<file path="config.mk">
export PLATFORM = sky130hd
export DESIGN_NAME = dtss_top
export DESIGN_NICKNAME = d
export VERILOG_FILES = /design/src/dtss_pkg.sv /design/src/dtss_sel_if.sv /design/src/dtss_sync.sv /design/src/dtss_track_dec.sv /design/src/dtss_top.sv
export SDC_FILE = /design/constraint.sdc
export NUM_CORES = 1
export LEC_CHECK = 0
export BUFFER_PORTS_ARGS = -buffer_cell sky130_fd_sc_hd__buf_2
export CAP_MARGIN = 20
export CELL_PAD_IN_SITES_DETAIL_PLACEMENT = 1
export CELL_PAD_IN_SITES_GLOBAL_PLACEMENT = 1
export CORE_ASPECT_RATIO = 2
export CORE_MARGIN = 2
export CORE_UTILIZATION = 41
export DETAILED_ROUTE_END_ITERATION = 8
export GPL_TIMING_DRIVEN = 0
export HOLD_SLACK_MARGIN = 0.12
export MAX_ROUTING_LAYER = met4
export PLACE_DENSITY_LB_ADDON = 0.1
export RECOVER_POWER = 100
export SYNTH_ARGS = -nofsm -noshare
export SYNTH_HDL_FRONTEND = slang
export SYNTH_HIERARCHICAL = 1
export SYNTH_SLANG_ARGS = --single-unit
</file>
<file path="constraint.sdc">
create_clock -name clk_sys -period 12.31 [get_ports clk_sys]
set_input_delay 2.462 -clock clk_sys [delete_from_list [all_inputs] [get_ports clk_sys]]
set_output_delay 2.462 -clock clk_sys [all_outputs]
set_load 0.02 [all_outputs]
</file>
<file path="src/dtss_pkg.sv">
// shared constants and types for the drum track select and status block
package dtss_pkg;
  // ****************************************
  // drum geometry
  // ****************************************
  localparam int unsigned N_TRACKS    = 384;
  localparam int unsigned ADDR_W      = 9;
  localparam int unsigned TRACK_WORDS = 1024;
  localparam int unsigned DATA_BITS   = 30;
  localparam int unsigned PARITY_BITS = 2;
  localparam int unsigned WORD_BITS   = DATA_BITS + PARITY_BITS;
  localparam logic [8:0]  LAST_CODE   = 9'h17f;

  // ****************************************
  // deadlines in word times
  // ****************************************
  localparam int unsigned SWITCH_LIMIT_WT = 8;
  localparam int unsigned ERR_LIMIT_WT    = 2;
  localparam logic [3:0]  WT_CNT_MAX      = 4'hf;

  // ****************************************
  // register port
  // ****************************************
  localparam int unsigned REG_AW      = 8;
  localparam logic [7:0]  OFF_LIVE    = 8'h00;
  localparam logic [7:0]  OFF_EVENT   = 8'h04;
  localparam logic [7:0]  OFF_CLEAR   = 8'h08;
  localparam logic [7:0]  OFF_ENABLE  = 8'h0c;
  localparam logic [7:0]  OFF_TRACK   = 8'h10;
  localparam int unsigned EV_W        = 5;
  localparam int unsigned EV_TRK_ERR  = 0;
  localparam int unsigned EV_OVERHEAT = 1;
  localparam int unsigned EV_SPEED    = 2;
  localparam int unsigned EV_PRESSURE = 3;
  localparam int unsigned EV_SWITCHED = 4;
  localparam logic [4:0]  EV_RESET    = 5'h00;
  localparam logic [4:0]  EN_RESET    = 5'h00;

  // ****************************************
  // track switch sequencer
  // ****************************************
  typedef enum logic [1:0] {
    ST_IDLE  = 2'b00,
    ST_LOAD  = 2'b01,
    ST_CHECK = 2'b11
  } dtss_state_t;
endpackage

</file>
<file path="src/dtss_sel_if.sv">
// carrier between track sequencer and track decoder
`timescale 1ns/1ns
interface dtss_sel_if;
  logic [8:0]   addr;
  logic         load;
  logic [383:0] onehot;
  logic [8:0]   sel_count;

  modport dec (
    input  addr,
    input  load,
    output onehot,
    output sel_count
  );
  modport ctl (
    output addr,
    output load,
    input  onehot,
    input  sel_count
  );
endinterface

</file>
<file path="src/dtss_sync.sv">
// two flip-flop synchroniser for pin inputs
`timescale 1ns/1ns
module dtss_sync #(
  parameter int unsigned W = 1
) (
  input  wire logic         clk_sys,
  input  wire logic         rst,
  input  wire logic [W-1:0] d,
  output logic      [W-1:0] q
);
  logic [W-1:0] meta_reg;

  // first stage feeds only the second stage
  always_ff @(posedge clk_sys or posedge rst) begin
    if (rst) begin
      meta_reg <= '0;
      q        <= '0;
    end else begin
      meta_reg <= d;
      q        <= meta_reg;
    end
  end
endmodule

</file>
<file path="src/dtss_track_dec.sv">
// track address decoder with registered head select lines
`timescale 1ns/1ns
module dtss_track_dec #(
  parameter int unsigned N = dtss_pkg::N_TRACKS
) (
  input  wire logic clk_sys,
  input  wire logic rst,
  dtss_sel_if.dec   sel
);
  logic [8:0] count_next;

  // codes at or above N decode to no head at all
  always_ff @(posedge clk_sys or posedge rst) begin
    if (rst) begin
      sel.onehot <= '0;
    end else if (sel.load) begin
      for (int i = 0; i < 384; i++) begin
        sel.onehot[i] <= (i < N) && (sel.addr == 9'(i));
      end
    end
  end

  // counts real select lines, so a stuck or doubled line shows up
  always_comb begin
    count_next = 9'h000;
    for (int i = 0; i < 384; i++) begin
      count_next = count_next + {8'h00, sel.onehot[i]};
    end
  end

  always_ff @(posedge clk_sys or posedge rst) begin
    if (rst) begin
      sel.sel_count <= 9'h000;
    end else begin
      sel.sel_count <= count_next;
    end
  end
endmodule

</file>
<file path="src/dtss_top.sv">
// drum track select and status logic, top level
`timescale 1ns/1ns
module dtss_top #(
  parameter int unsigned N_TRACKS = dtss_pkg::N_TRACKS
) (
  input  wire logic         clk_sys,
  input  wire logic         rst,
  input  wire logic         word_clk,
  input  wire logic [8:0]   track_addr,
  input  wire logic         overheat_sensor,
  input  wire logic         power_fault,
  input  wire logic         speed_fault,
  input  wire logic         pressure_fault,
  output logic              overheat_shutdown_line,
  output logic              power_error,
  output logic              speed_error,
  output logic              pressure_error,
  output logic              track_error,
  output logic [383:0]      track_select,
  input  wire logic [7:0]   reg_addr,
  input  wire logic [31:0]  reg_wdata,
  input  wire logic         reg_wr,
  input  wire logic         reg_rd,
  output logic [31:0]       reg_rdata,
  output logic              irq
);
  // ****************************************
  // pin synchronisers and word clock edge
  // ****************************************
  logic [8:0] addr_s;
  logic [4:0] pins_s;
  logic       wclk_s;
  logic       over_s;
  logic       pwr_s;
  logic       spd_s;
  logic       prs_s;
  logic       wclk_d_reg;
  logic       word_tick;

  dtss_sync #(.W(9)) u_addr_sync (
    .clk_sys (clk_sys),
    .rst     (rst),
    .d       (track_addr),
    .q       (addr_s)
  );

  dtss_sync #(.W(5)) u_pin_sync (
    .clk_sys (clk_sys),
    .rst     (rst),
    .d       ({word_clk, overheat_sensor, power_fault, speed_fault, pressure_fault}),
    .q       (pins_s)
  );

  assign wclk_s = pins_s[4];
  assign over_s = pins_s[3];
  assign pwr_s  = pins_s[2];
  assign spd_s  = pins_s[1];
  assign prs_s  = pins_s[0];

  always_ff @(posedge clk_sys or posedge rst) begin
    if (rst) begin
      wclk_d_reg <= 1'b0;
    end else begin
      wclk_d_reg <= wclk_s;
    end
  end

  // leading edge of the word clock pulse is the one timing reference
  assign word_tick = wclk_s & ~wclk_d_reg;

  // ****************************************
  // track decoder
  // ****************************************
  dtss_sel_if sel ();

  dtss_track_dec #(.N(N_TRACKS)) u_dec (
    .clk_sys (clk_sys),
    .rst     (rst),
    .sel     (sel.dec)
  );

  assign track_select = sel.onehot;

  // ****************************************
  // track switch sequencer
  // ****************************************
  dtss_pkg::dtss_state_t state_reg;
  dtss_pkg::dtss_state_t state_next;
  logic [8:0] held_addr_reg;
  logic       addr_changed;
  logic       load_pulse;
  logic       err_calc;
  logic       switched_pulse;
  logic [3:0] wt_cnt_reg;

  // the address is static while a track is used, so any difference is a switch
  assign addr_changed = (addr_s != held_addr_reg);
  assign load_pulse   = (state_reg == dtss_pkg::ST_LOAD) && word_tick;
  assign sel.addr     = held_addr_reg;
  assign sel.load     = load_pulse;

  // track n sits at code n-1; anything past the last track is refused
  assign err_calc = (held_addr_reg > dtss_pkg::LAST_CODE)
                  || (sel.sel_count != 9'h001);

  always_comb begin
    state_next = state_reg;
    case (state_reg)
      dtss_pkg::ST_IDLE: begin
        if (addr_changed) begin
          state_next = dtss_pkg::ST_LOAD;
        end
      end
      dtss_pkg::ST_LOAD: begin
        if (word_tick) begin
          state_next = dtss_pkg::ST_CHECK;
        end
      end
      dtss_pkg::ST_CHECK: begin
        if (addr_changed) begin
          state_next = dtss_pkg::ST_LOAD;
        end else if (word_tick) begin
          state_next = dtss_pkg::ST_IDLE;
        end
      end
      default: begin
        state_next = dtss_pkg::ST_IDLE;
      end
    endcase
  end

  always_ff @(posedge clk_sys or posedge rst) begin
    if (rst) begin
      state_reg <= dtss_pkg::ST_IDLE;
    end else begin
      state_reg <= state_next;
    end
  end

  // the head select follows the held code at the next word clock
  always_ff @(posedge clk_sys or posedge rst) begin
    if (rst) begin
      held_addr_reg <= 9'h000;
    // a change at the load tick waits for the restart, so decoder and held code agree
    end else if (addr_changed && !load_pulse) begin
      held_addr_reg <= addr_s;
    end
  end

  // reset leaves no head selected, which is itself a track error
  always_ff @(posedge clk_sys or posedge rst) begin
    if (rst) begin
      track_error <= 1'b1;
    end else if ((state_reg == dtss_pkg::ST_CHECK) && word_tick && !addr_changed) begin
      track_error <= err_calc;
    end
  end

  assign switched_pulse = (state_reg == dtss_pkg::ST_CHECK) && word_tick && !addr_changed;

  // word times spent switching, for the deadline checks
  always_ff @(posedge clk_sys or posedge rst) begin
    if (rst) begin
      wt_cnt_reg <= 4'h0;
    // a restart counts from the newest address
    end else if (state_reg == dtss_pkg::ST_IDLE || addr_changed) begin
      wt_cnt_reg <= 4'h0;
    end else if (word_tick && wt_cnt_reg != dtss_pkg::WT_CNT_MAX) begin
      wt_cnt_reg <= wt_cnt_reg + 4'h1;
    end
  end

  // ****************************************
  // environmental status lines
  // ****************************************
  // all lines are active high: 1 means the fault is present
  always_ff @(posedge clk_sys or posedge rst) begin
    if (rst) begin
      overheat_shutdown_line <= 1'b0;
      power_error            <= 1'b0;
      pressure_error         <= 1'b0;
    end else if (word_tick) begin
      overheat_shutdown_line <= over_s;
      power_error            <= pwr_s;
      pressure_error         <= prs_s;
    end
  end

  // once raised, only a cleared speed fault drops it, so it cannot chatter
  always_ff @(posedge clk_sys or posedge rst) begin
    if (rst) begin
      speed_error <= 1'b0;
    end else if (word_tick) begin
      if (pwr_s && spd_s) begin
        speed_error <= 1'b1;
      end else if (!spd_s) begin
        speed_error <= 1'b0;
      end
    end
  end

  // ****************************************
  // events, interrupt and register port
  // ****************************************
  logic [4:0]  event_reg;
  logic [4:0]  enable_reg;
  logic [4:0]  live_d_reg;
  logic [4:0]  live;
  logic [4:0]  ev_in;
  logic [4:0]  clr;
  logic [31:0] rdata_next;

  assign live = {1'b0, pressure_error, speed_error, overheat_shutdown_line, track_error};
  assign ev_in = (live & ~live_d_reg) | {switched_pulse, 4'h0};
  assign clr = (reg_wr && reg_addr == dtss_pkg::OFF_CLEAR) ? reg_wdata[4:0] : 5'h00;

  always_ff @(posedge clk_sys or posedge rst) begin
    if (rst) begin
      // matches live at reset, so the reset track error is no false edge
      live_d_reg <= 5'h01;
    end else begin
      live_d_reg <= live;
    end
  end

  // a new event in the clearing cycle survives
  always_ff @(posedge clk_sys or posedge rst) begin
    if (rst) begin
      event_reg <= dtss_pkg::EV_RESET;
    end else begin
      event_reg <= (event_reg & ~clr) | ev_in;
    end
  end

  always_ff @(posedge clk_sys or posedge rst) begin
    if (rst) begin
      enable_reg <= dtss_pkg::EN_RESET;
    end else if (reg_wr && reg_addr == dtss_pkg::OFF_ENABLE) begin
      enable_reg <= reg_wdata[4:0];
    end
  end

  assign irq = |(event_reg & enable_reg);

  always_comb begin
    rdata_next = 32'h0000_0000;
    case (reg_addr)
      dtss_pkg::OFF_LIVE:   rdata_next = {27'h0, live};
      dtss_pkg::OFF_EVENT:  rdata_next = {27'h0, event_reg};
      dtss_pkg::OFF_ENABLE: rdata_next = {27'h0, enable_reg};
      dtss_pkg::OFF_TRACK:  rdata_next = {14'h0, sel.sel_count, held_addr_reg};
      default:              rdata_next = 32'h0000_0000;
    endcase
  end

  // unmapped and write-only addresses read zero
  always_ff @(posedge clk_sys or posedge rst) begin
    if (rst) begin
      reg_rdata <= 32'h0000_0000;
    end else if (reg_rd) begin
      reg_rdata <= rdata_next;
    end else begin
      reg_rdata <= 32'h0000_0000;
    end
  end
endmodule

</file>
==> out/results.ini <==
[layout]
final_util_pct = 48.2
nets = 3396
stdcell_count = 3837
area_growth_pct = 16.5
fill_cells = 7505
final_area_mm2 = 0.0317
drive_above_1_share_pct = 6.15
regMostFlops = u_dec/sel.onehot
largest_register_ffs = 384
largestRegisters = u_dec/sel.onehot x384, reg_rdata x18

[timing]
post-route-period-util_pct = 73.7
hold_violations = 0
drv_slew = 382
finalSetupViolCount = 0
fmaxAchievable_mhz = 110
final.setup.tns_ps = 0
rsz0062_at_grt = false
fin_skew_ps = 32.5
period_needed_ps = 9080
tightestPinTransition_ps = 2410
slew_headroom_pct = -60.4

[placement]
gp_congestion = 0.920
io_buffer_count = 437
hpwl_um = 91400
place_inst = 3747
placed_area_mm2 = 0.0309

[grt]
antenna_found_initial = 1
grt_pass1_wl_um = 160000
track_usage_pct = 34.6
grt_pass1_vias = 23100
grt_max_degree = 43
overflow = 0

[synthesis]
synth.avg_cell_area_um2 = 11.3
ys_seq_area_share_pct = 43.2
synth_edf_count = 0
synth-seq-cells = 470
postSynthCellCount = 2404
syn_area_mm2 = 0.0272
yosysUniqueCellTypes = 56
async_flop_share_pct = 100
yosysWarnings = 6
synth-main-ff-cell = dfrtp_1

[pwr]
leakage_nw = 14.6
power_frac_clock_pct = 45.5
switching_share_pct = 26.4
powerDensity_mw_per_mm2 = 110
share_seq_of_total_power_pct = 45.6
p_sw_mw = 0.917
internal-power_mw = 2.56
p_comb_share_pct = 8.9
vdd_ir_drop_max_mv = 0.110
p_total_mw = 3.48

[status]
violations = capacitance limit, slew limit
status = complete, but fails checks

[clock_tree]
postCtsSetupRepairBufs = 0
h-tree-depth = 2
insertion_delay_ps = 610
cts_tree = done
cts.repair.resized = 0
cts_buffers = 47
hold_buffers = 0
clock-sinks = 470
clockBufferDepth = 3
path_clk_slew_ps = 70
clock_tree.root_cell = clkbuf_16

[setup_path]
critical-path-max-stage-delay_ps = 580
worst_path_most_repeated_cell = fa_1
worst_setup_path_end_kind = register
cp_slowest_cell = fa_1
cp_max_fo = 3
start_kind = register
cp_data_required_time_ps = 12810
reg2regPathDepth = 24
path_cells = fa_1, inv_1, fa_1, fa_1, inv_1, fa_1, fa_1, inv_1, fa_1, fa_1, inv_1, fa_1, inv_1, fa_1, fa_1, fa_1, fa_1, inv_1, fa_1, fa_1, a21o_1, a22o_1, o41ai_1, xnor2_1
cp.arrival_ps = 9580
critPathTopFamily = adder cells
crit_cells = 24
criticalPathCategory = register to register
path_buf_inv = 6

[route]
dr.pass1.iters = 7
drcViolationCount = 0
postRouteAntennaNets = 0
drt_iter0_markers = 908
avgViaCountPerCell = 5.25
totalWireLength_um = 112000
vias = 20100
post_drt_wl_per_cell_um = 29.2

[die]
rows = 133
die_y_um = 368
die_area_mm2 = 0.0686
core_mm2 = 0.0657
initial_core_util_pct = 41.4
die_w_um = 186
num_io_pins = 480

[min_path]
hold_path_class = register to register
hold_depth = 0

[flow_run]
maxCapViolCount = 12

cells by family (layout without fill, tap and decap cells):
logic type      count (synthesis)  in the layout  share of synthesized area [%]
compound gates                418            418                           9.73
xor+xnor                       16             16                          0.515
fa+ha+maj                     418            418                           29.4
buf+inv                       909           1451                           13.0
flops                         470            470                           43.2
mux                            20             20                          0.823
other cells                     1             15                         0.0138
simple gates                  152            152                           3.30
worst reg2reg max path, stage by stage (launching register included):
cell,delay (ps)
dfrtp_1,430
fa_1,550
inv_1,50
fa_1,580
fa_1,440
inv_1,250
fa_1,510
fa_1,520
inv_1,70
fa_1,560
fa_1,530
inv_1,80
fa_1,520
inv_1,70
fa_1,470
fa_1,520
fa_1,430
fa_1,500
inv_1,50
fa_1,440
fa_1,480
a21o_1,220
a22o_1,220
o41ai_1,320
xnor2_1,200
power by group through the flow:
stage	logic (mW)	registers [mW]	clock network [mW]
global placement	0.302	1.61	0
finish	0.309	1.59	1.58
CTS	0.324	1.59	1.61
floorplan	0.172	1.61	0
detailed placement	0.323	1.61	0
global route	0.332	1.59	1.67
stage by stage:
stage / hold WS, ps / worst slack [ps]
after floorplan: 331 / 4010
after global placement: 334 / 1790
after detailed placement: 336 / 3260
after CTS: 349 / 3260
after global routing: 348 / 2460
final: 342 / 3230
Yosys cell counts, types with 4 or more instances:
master	number	area [µm²]
xnor2_1	13	114
buf_4	21	158
nor4_1	5	31.3
fa_1	368	7370
nand2_2	5	31.3
dfrtp_1	468	11700
clkbuf_1	51	191
nand2b_1	5	31.3
nor2b_1	8	50.1
inv_1	792	2970
nor2_1	11	41.3
nand2_1	47	176
and2_1	13	81.3
buf_1	4	15.0
a22o_1	5	43.8
nand4_1	8	50.1
a21oi_1	10	50.1
o22ai_1	384	2400
mux2_2	19	214
nand3_1	20	100
ha_1	50	626
nand3_2	4	40.0
a21o_1	5	37.5
buf_2	40	200
per-layer routing:
metal,part of all wire (%),up-vias,wire length (µm),GRT usage [%]
met5,0,-,0,-
met4,7.2,0,8100,18.7
met3,6.8,287,7640,7.57
met2,52,796,58400,60.5
met1,34,10600,37800,35.5
li1,-,8404,-,-
final timing paths:
kind,slack [ps],endpoint,start
min in group asynchronous,1860,wclk_d_reg$_DFF_PP0_,rst
max,3230,u_dec/sel.sel_count[8]$_DFF_PP0_,u_dec/sel.onehot[181]$_DFFE_PP0P_
max reg2reg,3230,u_dec/sel.sel_count[8]$_DFF_PP0_,u_dec/sel.onehot[181]$_DFFE_PP0P_
max in group asynchronous,3590,u_dec/sel.onehot[67]$_DFFE_PP0P_,rst
min,340,u_pin_sync/q[4]$_DFF_PP0_,u_pin_sync/meta_reg[4]$_DFF_PP0_
min reg2reg,340,u_pin_sync/q[4]$_DFF_PP0_,u_pin_sync/meta_reg[4]$_DFF_PP0_
cell type report:
cell class / count / area, µm² / share of cell area, %
plain buffers: 117 / 539 / 1.70
multi-input cells: 1038 / 11900 / 37.4
clock buffers: 71 / 1430 / 4.50
repair buffers: 454 / 1800 / 5.68
diodes: 1 / 2.50 / 0.00789
clock inverters: 17 / 238 / 0.750
inverters: 792 / 2970 / 9.38
well taps: 877 / 1100 / 3.46
flip-flops and latches: 470 / 11800 / 37.1
placed cells by master (no fill, tap or decap), types with 10 or more instances in the layout:
cell type    n
mux2_2      19
fa_1       368
nand2_1     52
buf_4       19
xnor2_1     13
clkbuf_8    14
nor2_1      12
o22ai_1    384
clkbuf_1   506
nand3_1     20
dfrtp_1    468
buf_2       49
clkbuf_16   48
conb_1      14
ha_1        50
a21oi_1     10
inv_1      791
Power figures use the tool's default switching activity.
